===== config.mk =====
export PLATFORM = sky130hd
export DESIGN_NAME = ebcs_top
export DESIGN_NICKNAME = d
export VERILOG_FILES = /design/src/shared/ebcs_pkg.sv /design/src/rtl/ebcs_port1.sv /design/src/rtl/ebcs_sync3.sv /design/src/rtl/ebcs_top.sv
export SDC_FILE = /design/constraint.sdc
export NUM_CORES = 1
export LEC_CHECK = 0
export BUFFER_PORTS_ARGS = -buffer_cell sky130_fd_sc_hd__clkbuf_2
export CORE_UTILIZATION = 59
export DETAILED_ROUTE_END_ITERATION = 16
export GPL_TIMING_DRIVEN = 0
export PLACE_DENSITY = 0.89
export SETUP_SLACK_MARGIN = 0.15
export SYNTH_ARGS = -nofsm -noshare
export SYNTH_HDL_FRONTEND = slang
export SYNTH_SLANG_ARGS = --single-unit

===== constraint.sdc =====
create_clock -name mclk_i -period 8.1 [get_ports mclk_i]
set_input_delay 0.405 -clock mclk_i [delete_from_list [all_inputs] [get_ports mclk_i]]
set_output_delay 0.405 -clock mclk_i [all_outputs]
set_load 0.05 [all_outputs]

===== src/shared/ebcs_pkg.sv =====
// constants and carriers shared by the external bus cycle stretch block
package ebcs_pkg;
    // special function space addresses and reset values
    localparam logic [7:0] CLK_CTRL_ADDR = 8'h8E;
    localparam logic [7:0] PORT1_ADDR    = 8'hA0;
    localparam logic [7:0] CLK_CTRL_RST  = 8'h01;
    localparam logic [7:0] PORT1_RST     = 8'hFF;
    // clock control fields
    localparam int STRETCH_LSB = 0;
    localparam int STRETCH_W   = 3;
    localparam int TSEL_BIT    = 3;
    // timing: mclk runs at twice the crystal rate
    localparam int  MCLK_PER_XTAL  = 2;
    localparam int  XTAL_PER_MC    = 4;
    localparam int  MC_MCLK        = XTAL_PER_MC * MCLK_PER_XTAL;
    localparam real ALE_HIGH_XTAL  = 1.5;
    localparam int  ALE_HIGH_MCLK  = int'(ALE_HIGH_XTAL * MCLK_PER_XTAL);
    localparam int  ADDR_HOLD_MCLK = ALE_HIGH_MCLK + 1;
    localparam int  BASE_MC        = 2;
    localparam int  FETCH_MC       = 1;
    localparam int  STRB0_XTAL     = 2;
    localparam int  STRB_STEP_XTAL = 4;
    localparam int  TMR_SLOW_XTAL  = 12;
    localparam int  TMR_FAST_XTAL  = 4;
    localparam int  SEQ_W          = 7;

    typedef struct packed {
        logic        fetch;
        logic        we;
        logic [15:0] addr;
        logic [7:0]  wdata;
    } ebcs_req_type;

    typedef struct packed {
        logic timer2_ext_io;
        logic timer2_capture_trigger;
        logic serial1_receive;
        logic ext_irq_two;
        logic ext_irq_three;
        logic ext_irq_four;
        logic ext_irq_five;
    } ebcs_alt_type;

    typedef enum logic [1:0] {
        SEQ_IDLE, SEQ_ADDR, SEQ_STRB, SEQ_TAIL
    } ebcs_seq_type;

    typedef struct packed {
        ebcs_seq_type     st;
        logic [2:0]       ph;
        logic             ale;
        logic [7:0]       clk_ctrl_reg;
        logic [SEQ_W-1:0] cnt;
        logic [SEQ_W-1:0] len;
        logic [SEQ_W-1:0] sb_start;
        logic [SEQ_W-1:0] sb_end;
        logic             fetch;
        logic             we;
        logic [7:0]       ad;
        logic             ad_oe;
        logic [7:0]       addr_hi;
        logic             rd_n;
        logic             wr_n;
        logic             psen_n;
        logic             done;
        logic             idle;
        logic [7:0]       rdata;
        logic [7:0]       sfr_rdata;
        logic [3:0]       tcnt;
        logic             tick;
    } ebcs_top_state_type;

    typedef struct packed {
        logic [7:0]   latch;
        logic [7:0]   boost;
        logic [7:0]   pin;
        logic [7:0]   oe;
        logic [7:0]   pu;
        logic [7:0]   prev;
        ebcs_alt_type alt;
    } ebcs_port_state_type;
endpackage


===== src/rtl/ebcs_port1.sv =====
// second general port: quasi-bidirectional drivers and alternate functions
`timescale 1ns/1ps
module ebcs_port1 (
    // clock and reset
    input  wire logic                   mclk_i,
    input  wire logic                   rst_i,
    // port latch write
    input  wire logic                   wr_i,
    input  wire logic [7:0]             wdata_i,
    input  wire logic                   serial1_transmit_i,
    // pins
    input  wire logic [7:0]             pin_i,
    output logic      [7:0]             pin_o,
    output logic      [7:0]             pin_oe_o,
    output logic      [7:0]             pin_pu_o,
    // filtered pin levels and alternate functions
    output logic      [7:0]             val_o,
    output ebcs_pkg::ebcs_alt_type      alt_o
);
    localparam ebcs_pkg::ebcs_port_state_type RST = '{
        latch: ebcs_pkg::PORT1_RST, boost: 8'h00, pin: ebcs_pkg::PORT1_RST,
        oe: 8'h00, pu: ebcs_pkg::PORT1_RST, prev: ebcs_pkg::PORT1_RST,
        alt: '{1'b1, 1'b1, 1'b1, 1'b0, 1'b0, 1'b0, 1'b0}};

    ebcs_pkg::ebcs_port_state_type q, d;
    logic [7:0]                    filt;
    logic [7:0]                    eff;

    ebcs_sync3 #(
        .W       (8),
        .RST_VAL (ebcs_pkg::PORT1_RST)
    ) u_pin_sync (
        .mclk_i (mclk_i),
        .rst_i  (rst_i),
        .d_i    (pin_i),
        .q_o    (filt)
    );

    always_comb begin
        d       = q;
        d.boost = 8'h00;
        if (wr_i) begin
            d.boost = wdata_i & ~q.latch;
            d.latch = wdata_i;
        end
        // transmit line gates the latch of bit 3
        eff    = d.latch;
        eff[3] = d.latch[3] & serial1_transmit_i;
        d.pin  = eff | d.boost;
        d.oe   = ~eff | d.boost;
        d.pu   = eff & ~d.boost;
        d.prev = filt;
        d.alt.timer2_ext_io          = filt[0];
        d.alt.timer2_capture_trigger = filt[1];
        d.alt.serial1_receive        = filt[2];
        d.alt.ext_irq_two   = filt[4] & ~q.prev[4];
        d.alt.ext_irq_three = ~filt[5] & q.prev[5];
        d.alt.ext_irq_four  = filt[6] & ~q.prev[6];
        d.alt.ext_irq_five  = ~filt[7] & q.prev[7];
    end

    always_ff @(posedge mclk_i or posedge rst_i) begin
        if (rst_i) begin
            q <= RST;
        end else begin
            q <= d;
        end
    end

    assign pin_o    = q.pin;
    assign pin_oe_o = q.oe;
    assign pin_pu_o = q.pu;
    assign val_o    = filt;
    assign alt_o    = q.alt;
endmodule


===== src/rtl/ebcs_sync3.sv =====
// three-stage pin synchroniser with agreement filter
`timescale 1ns/1ps
module ebcs_sync3 #(
    parameter int         W       = 8,
    parameter logic [W-1:0] RST_VAL = '0
) (
    // clock and reset
    input  wire logic         mclk_i,
    input  wire logic         rst_i,
    // asynchronous level in, filtered level out
    input  wire logic [W-1:0] d_i,
    output logic      [W-1:0] q_o
);
    typedef struct packed {
        logic [W-1:0] s1;
        logic [W-1:0] s2;
        logic [W-1:0] s3;
        logic [W-1:0] filt;
    } ebcs_sync_state_type;

    ebcs_sync_state_type q, d;
    logic [W-1:0]        differ;

    if (W < 1) begin : g_chk
        $error("sync width must be at least one");
    end

    always_comb begin
        d      = q;
        d.s1   = d_i;
        d.s2   = q.s1;
        d.s3   = q.s2;
        // a bit changes only once the second and third stages agree
        differ = q.s2 ^ q.s3;
        d.filt = (q.s2 & ~differ) | (q.filt & differ);
    end

    always_ff @(posedge mclk_i or posedge rst_i) begin
        if (rst_i) begin
            q <= '{RST_VAL, RST_VAL, RST_VAL, RST_VAL};
        end else begin
            q <= d;
        end
    end

    // agreement shows at once, so the filter adds no stage of its own
    assign q_o = d.filt;
endmodule


===== src/rtl/ebcs_top.sv =====
// external bus timing, data move stretch and second general port
// Function
// - address-latch strobe high one and a half crystal clocks every four
// - address-latch strobe held high throughout reset
// - low address driven and latched on strobe before data on shared port
// - second port resets to ones held only by weak pull-up
// - written zero turns on strong pull-down until one written or reset
// - zero-to-one write gives brief strong high drive then weak pull-up
// - bits 0-3 map to timer-2 input, trigger, serial-1 receive, transmit
// - bits 4,6 rising-edge interrupts two,four; bits 5,7 falling three,five
// - machine cycle spans exactly four crystal clocks
// - one address-latch pulse per machine cycle; instructions one to five
// - timer tick every twelve crystal clocks, or four when selected
// - data move lasts stretch plus two machine cycles
// - stretch 0-7 writable in clock control register at 8Eh
// - stretch resets to 1, three-cycle data moves
// - stretch leaves program fetch timing untouched
// - stretch occupies clock control bits 2 down to 0
// - strobe 2 clocks at stretch 0, else four clocks per step
`timescale 1ns/1ps
module ebcs_top (
    // clock and reset
    input  wire logic                  mclk_i,
    input  wire logic                  rst_i,
    // special function space access
    input  wire logic [7:0]            sfr_addr_i,
    input  wire logic                  sfr_wr_i,
    input  wire logic [7:0]            sfr_wdata_i,
    output logic      [7:0]            sfr_rdata_o,
    // core bus requests
    input  wire logic                  req_i,
    input  wire ebcs_pkg::ebcs_req_type req_data_i,
    output logic                       idle_o,
    output logic                       done_o,
    output logic      [7:0]            rdata_o,
    // external memory bus
    output logic                       ale_o,
    output logic      [7:0]            mux_addr_data_o,
    output logic                       mux_addr_data_oe_o,
    input  wire logic [7:0]            mux_addr_data_i,
    output logic      [7:0]            addr_hi_o,
    output logic                       rd_n_o,
    output logic                       wr_n_o,
    output logic                       psen_n_o,
    // timer rate
    output logic                       timer_tick_o,
    // second general port
    input  wire logic [7:0]            second_port_pins_i,
    output logic      [7:0]            second_port_pins_o,
    output logic      [7:0]            second_port_pins_oe_o,
    output logic      [7:0]            second_port_pins_pu_o,
    input  wire logic                  serial1_transmit_i,
    output ebcs_pkg::ebcs_alt_type     alt_o
);
    localparam ebcs_pkg::ebcs_top_state_type RST = '{
        st: ebcs_pkg::SEQ_IDLE, ale: 1'b1,
        clk_ctrl_reg: ebcs_pkg::CLK_CTRL_RST, rd_n: 1'b1, wr_n: 1'b1,
        psen_n: 1'b1, idle: 1'b1, default: '0};
    localparam int W = ebcs_pkg::SEQ_W;

    ebcs_pkg::ebcs_top_state_type q, d;
    logic [7:0]   ad_sync;
    logic [7:0]   port_val;
    logic         port_wr;
    logic [3:0]   tdiv;
    logic [2:0]   s_now;
    logic         start;

    if (ebcs_pkg::MC_MCLK != 8) begin : g_chk
        $error("machine cycle must span eight mclk periods");
    end

    // strobe width in mclk for a stretch value
    function automatic logic [W-1:0] strobe_mclk(input logic [2:0] s);
        if (s == 3'd0) begin
            return W'(ebcs_pkg::STRB0_XTAL * ebcs_pkg::MCLK_PER_XTAL);
        end
        return W'(ebcs_pkg::STRB_STEP_XTAL * ebcs_pkg::MCLK_PER_XTAL)
            * {{(W-3){1'b0}}, s};
    endfunction

    assign port_wr = sfr_wr_i && (sfr_addr_i == ebcs_pkg::PORT1_ADDR);
    assign s_now   = q.clk_ctrl_reg[ebcs_pkg::STRETCH_LSB +: ebcs_pkg::STRETCH_W];
    assign start   = (q.st == ebcs_pkg::SEQ_IDLE) && req_i && (q.ph == 3'd7);

    ebcs_sync3 #(
        .W       (8),
        .RST_VAL (8'h00)
    ) u_ad_sync (
        .mclk_i (mclk_i),
        .rst_i  (rst_i),
        .d_i    (mux_addr_data_i),
        .q_o    (ad_sync)
    );

    ebcs_port1 u_port1 (
        .mclk_i             (mclk_i),
        .rst_i              (rst_i),
        .wr_i               (port_wr),
        .wdata_i            (sfr_wdata_i),
        .serial1_transmit_i (serial1_transmit_i),
        .pin_i              (second_port_pins_i),
        .pin_o              (second_port_pins_o),
        .pin_oe_o           (second_port_pins_oe_o),
        .pin_pu_o           (second_port_pins_pu_o),
        .val_o              (port_val),
        .alt_o              (alt_o)
    );

    always_comb begin
        d      = q;
        d.done = 1'b0;
        d.tick = 1'b0;
        // free-running machine cycle of eight mclk, strobe high for three
        d.ph  = q.ph + 3'd1;
        d.ale = (d.ph < 3'(ebcs_pkg::ALE_HIGH_MCLK));
        // timer tick on crystal edges, divider chosen by clock control
        tdiv = q.clk_ctrl_reg[ebcs_pkg::TSEL_BIT] ? 4'(ebcs_pkg::TMR_FAST_XTAL)
                                           : 4'(ebcs_pkg::TMR_SLOW_XTAL);
        if (q.ph[0]) begin
            if (q.tcnt >= tdiv - 4'd1) begin
                d.tcnt = 4'd0;
                d.tick = 1'b1;
            end else begin
                d.tcnt = q.tcnt + 4'd1;
            end
        end
        if (sfr_wr_i && sfr_addr_i == ebcs_pkg::CLK_CTRL_ADDR) begin
            d.clk_ctrl_reg = sfr_wdata_i;
        end
        case (sfr_addr_i)
            ebcs_pkg::CLK_CTRL_ADDR: d.sfr_rdata = q.clk_ctrl_reg;
            ebcs_pkg::PORT1_ADDR:    d.sfr_rdata = port_val;
            default:                 d.sfr_rdata = 8'h00;
        endcase
        case (q.st)
            ebcs_pkg::SEQ_IDLE: begin
                if (start) begin
                    d.st      = ebcs_pkg::SEQ_ADDR;
                    d.cnt     = '0;
                    d.fetch   = req_data_i.fetch;
                    d.we      = req_data_i.we && !req_data_i.fetch;
                    d.ad      = req_data_i.addr[7:0];
                    d.ad_oe   = 1'b1;
                    d.addr_hi = req_data_i.addr[15:8];
                    if (req_data_i.fetch) begin
                        d.len      = W'(ebcs_pkg::FETCH_MC
                                        * ebcs_pkg::MC_MCLK);
                        d.sb_start = W'(ebcs_pkg::ADDR_HOLD_MCLK);
                        d.sb_end   = W'(ebcs_pkg::FETCH_MC
                                        * ebcs_pkg::MC_MCLK);
                    end else begin
                        // stretch caught here only
                        d.len      = ({{(W-3){1'b0}}, s_now}
                                      + W'(ebcs_pkg::BASE_MC))
                                     * W'(ebcs_pkg::MC_MCLK);
                        d.sb_start = W'(ebcs_pkg::MC_MCLK);
                        d.sb_end   = W'(ebcs_pkg::MC_MCLK)
                                     + strobe_mclk(s_now);
                    end
                end
            end
            ebcs_pkg::SEQ_ADDR: begin
                d.cnt = q.cnt + W'(1);
                // address held one mclk past the strobe fall
                if (q.cnt == W'(ebcs_pkg::ADDR_HOLD_MCLK - 1)) begin
                    d.ad    = req_data_i.wdata;
                    d.ad_oe = q.we;
                end
                if (q.cnt == q.sb_start - W'(1)) begin
                    d.st     = ebcs_pkg::SEQ_STRB;
                    d.psen_n = !q.fetch;
                    d.wr_n   = !q.we;
                    d.rd_n   = q.fetch || q.we;
                end
            end
            ebcs_pkg::SEQ_STRB: begin
                d.cnt = q.cnt + W'(1);
                if (q.cnt == q.sb_end - W'(1)) begin
                    d.rd_n   = 1'b1;
                    d.wr_n   = 1'b1;
                    d.psen_n = 1'b1;
                    if (!q.we) begin
                        d.rdata = ad_sync;
                    end
                    d.st = ebcs_pkg::SEQ_TAIL;
                    if (q.cnt == q.len - W'(1)) begin
                        d.st    = ebcs_pkg::SEQ_IDLE;
                        d.done  = 1'b1;
                        d.ad_oe = 1'b0;
                    end
                end
            end
            ebcs_pkg::SEQ_TAIL: begin
                d.cnt = q.cnt + W'(1);
                if (q.cnt == q.len - W'(1)) begin
                    d.st    = ebcs_pkg::SEQ_IDLE;
                    d.done  = 1'b1;
                    d.ad_oe = 1'b0;
                end
            end
            default: begin
                d.st = ebcs_pkg::SEQ_IDLE;
            end
        endcase
        d.idle = (d.st == ebcs_pkg::SEQ_IDLE);
    end

    // reset forces the strobe high and stretch to one
    always_ff @(posedge mclk_i or posedge rst_i) begin
        if (rst_i) begin
            q <= RST;
        end else begin
            q <= d;
        end
    end

    assign sfr_rdata_o        = q.sfr_rdata;
    assign idle_o             = q.idle;
    assign done_o             = q.done;
    assign rdata_o            = q.rdata;
    assign ale_o              = q.ale;
    assign mux_addr_data_o    = q.ad;
    assign mux_addr_data_oe_o = q.ad_oe;
    assign addr_hi_o          = q.addr_hi;
    assign rd_n_o             = q.rd_n;
    assign wr_n_o             = q.wr_n;
    assign psen_n_o           = q.psen_n;
    assign timer_tick_o       = q.tick;

    // helper counters watched only by the checks below
    logic [W-1:0] h_cnt;
    logic [W-1:0] h_low;
    logic         h_fetch;
    logic [2:0]   h_s;

    always_ff @(posedge mclk_i or posedge rst_i) begin
        if (rst_i) begin
            h_cnt   <= '0;
            h_low   <= '0;
            h_fetch <= 1'b0;
            h_s     <= 3'd0;
        end else begin
            h_cnt <= start ? '0 : h_cnt + W'(1);
            h_low <= (!rd_n_o || !wr_n_o) ? h_low + W'(1) : '0;
            if (start) begin
                h_fetch <= req_data_i.fetch;
                h_s     <= s_now;
            end
        end
    end
endmodule


==> impl_metrics.csv <==
group,metric,value,unit
placement,place_congestion,0.845,
synth,synth_seq_cells,169,
synth,syn_avg_cell_area,12.8,um2
synth,syn-cell-area,6720,um2
min_path,hold_class,"input pin to flop",
critical_path,crit_start,"q[47]",
critical_path,r2r_start,"q[47]",
route,drtAntennaViolNets,0,
floorplanning,coreArea,11000,um2
synth,synth_nets,597,
floorplanning,ios,134,
placement,portBuffers,133,
final_layout,finalNetCount,750,
final_layout,final_common_cell,"clkbuf_2",
critical_path,required,8.40,ns
global_route,grt.total_usage,24.7,%
power_and_ir_drop,p_total,1910,uW
final_layout,area_delta_synth_final,22.3,%
floorplanning,die_x,109,um
critical_path,critPathKind,"flop to flop",
route,drt_iter0_drc,391,
timing,rsz0062_at_grt,"no",
synth,synth_cell_types,52,
power_and_ir_drop,power.density,232,nW/um2
timing,tightest_slew,0.887,ns
floorplanning,fp.dieH,109,um
cts,clkTransAtPathRegs,0.06,ns
critical_path,critPathMaxStageDelay,0.65,ns
critical_path,cp-endpoint,"rdata_o[7]",
floorplanning,dieArea,11800,um2
floorplanning,start_util,61.2,%
cts,insertion_delay,0.41,ns
synth,synth_warnings,0,
global_route,antenna_found_initial,0,
timing,fmax,348,MHz
critical_path,cp_num_buf_inv,1,
critical_path,endpoint_kind,"flop",
power_and_ir_drop,vdd_drop_max,167,uV
synth,async_flop_share,100,%
critical_path,cp.arrival,3.17,ns
run_status,status,"completed",
timing,clock_skew,0.00783,ns
critical_path,crit_chain,"inv_1 -> ha_1 -> o21ba_2 -> a221o_1 -> a211oi_2 -> nor4b_4 -> mux2_2",
critical_path,reg2regPathDepth,7,
floorplanning,row_count,38,
global_route,grt_max_degree,101,
global_route,grt_pass1_wl,21700,um
global_route,grt_overflow_total,0,
synth,yosysSeqAreaShare,64.0,%
critical_path,timing.rr.end,"rdata_o[7]",
timing,setup_tns,0,ns
critical_path,crit_family,"compound AO/OA/AOI/OAI gates",
timing,post-route-min-period,2.87,ns
timing,slew_headroom,40.3,%
route,wl,13600,um
final_layout,antenna-diode-count,0,
placement,hpwl,9090,um
final_layout,layout_common_cells,"134 x clkbuf_2, 114 x dfrtp_1, 63 x buf_4",
timing,period_share,35.5,%
final_layout,fill_cells,663,
cts,cts.path.max_buffers,2,
power_and_ir_drop,leakage,0.00404,uW
route,first_pass_iters,6,
timing,hold_slack,0.0686,ns
cts,cts_root_buffer,"clkbuf_16",
route,vias_per_cell,5.31,
cts,cts_tree,"done",
critical_path,reg2reg_slack,5.23,ns
synth,synth_flop_cell,"dfrtp_1",
cts,clock_sinks,169,
route,vias,4400,
critical_path,worst-path-stages,7,
critical_path,worst_setup_path_start_kind,"flop",
cts,htree_num_levels,4,
cts,ctsHoldBuffers,0,
synth,netlist_instances,523,
cts,ctsResizeCount,0,
run,cap_violations,0,
timing,report.final.setup_viol,0,
critical_path,critical-path-slowest-cell,"nor4b_4",
timing,slew_viol_final,0,
cts,cts_buffers,17,
route,wl_per_cell,16.4,um
critical_path,path_max_fanout,8,
final_layout,layout-drive-gt1-share,46.9,%
global_route,first_global_vias,4471,
final_layout,final_util,74.8,%
synth,synth_edf_count,0,
timing,hold_viol,0,
route,drc_errors,0,
cts,postCtsSetupBuffers,0,
how the worst min path moves through the flow:
stage | start | end | slack, ns | depth (start not counted)
final | second_port_pins_i[0] | u_port1.u_pin_sync.d[16] | 0.07 | 1
after global routing | second_port_pins_i[6] | u_port1.u_pin_sync.d[22] | 0.05 | 1
after CTS | second_port_pins_i[6] | u_port1.u_pin_sync.d[22] | 0.06 | 1
after detailed placement | u_ad_sync.d[21] | u_ad_sync.d[13] | 0.34 | 0
after global placement | u_ad_sync.d[19] | u_ad_sync.d[11] | 0.33 | 0
after floorplan | u_ad_sync.d[18] | u_ad_sync.d[10] | 0.33 | 0
kinds of logic after synthesis:
group	Yosys count	synth area share, %
flops	169	64.0
mux	27	4.47
simple gates	108	8.15
buf+inv	105	9.64
compound gates	72	7.39
fa+ha+maj	27	4.43
xor+xnor	15	1.96
per-layer routing:
metal / track usage [%] / up-vias / routed length (um)
met5: 0 / - / 0
met2: 43.1 / 166 / 7250
met1: 29.7 / 2187 / 5450
li1: - / 2018 / -
met4: 10.6 / 0 / 257
met3: 5.44 / 29 / 644
state kept, by name, summed over array words and instances, names as in the netlist, 7 cells and up:
signal	flops
u_port1.pin_pu_o	8
u_port1.pin_oe_o	8
u_port1.q	10
mux_addr_data_o	8
addr_hi_o	8
sfr_rdata_o	8
u_port1.u_pin_sync.q	8
q	36
rdata_o	8
u_port1.u_pin_sync.d	16
u_port1.pin_o	7
u_ad_sync.d	16
u_ad_sync.q	16
cells in the mapped netlist, drive strengths merged, types with 2 or more instances:
library cell | instances | area (um2)
nand2b | 6 | 37.5
mux2i | 3 | 30.0
nor3 | 3 | 15.0
nor3b | 2 | 15.0
a222oi | 8 | 80.1
clkbuf | 10 | 38.8
nor2 | 15 | 56.3
ha | 11 | 138
buf | 66 | 500
dfrtp | 114 | 2850
mux2 | 24 | 270
o21ai | 32 | 160
or2 | 3 | 18.8
a22o | 9 | 78.8
nand2 | 50 | 190
and2 | 3 | 18.8
nor2b | 2 | 12.5
o31ai | 5 | 37.5
dfstp | 55 | 1450
maj3 | 16 | 160
nand3 | 10 | 50.1
a21oi | 4 | 20.0
xor2 | 6 | 52.6
xnor2 | 9 | 78.8
a21o | 3 | 22.5
nor4 | 3 | 33.8
inv | 29 | 109
nand4 | 4 | 25.0
power by group:
| group | internal, uW | switching (uW) | total, uW | leakage, uW |
|---|---|---|---|---|
| Combinational | 58.8 | 97.0 | 156 | 0.00178 |
| Clock | 502 | 331 | 833 | 0.000307 |
| Sequential | 896 | 26.2 | 922 | 0.00196 |
| Total | 1460 | 454 | 1910 | 0.00404 |
layout make-up:
cell class	instances	area (um2)	share of cell area, %
Multi-Input combinational cell	249	1770	21.6
Clock inverter	12	136	1.66
Sequential cell	169	4300	52.3
Buffer	76	539	6.56
Inverter	29	114	1.39
Timing Repair Buffer	134	693	8.43
Clock buffer	20	489	5.95
Tap cell	140	175	2.13
worst register-to-register path, stage by stage, from the launching register on:
cell	delay, ns
dfrtp_1	0.39
inv_1	0.08
ha_1	0.26
o21ba_2	0.22
a221o_1	0.36
a211oi_2	0.39
nor4b_4	0.65
mux2_2	0.42
stage by stage:
| step | instances | setup WS (ns) | instance area [um2] |
|---|---|---|---|
| after detailed placement | 797 | 5.29 | 7590 |
| after CTS | 829 | 5.22 | 8220 |
| after global routing | 829 | 5.10 | 8220 |
| final | 829 | 5.23 | 8220 |
| after floorplan | 523 | 3.21 | 6720 |
| after global placement | 796 | 1.90 | 7560 |
Power figures use the tool's default switching activity.
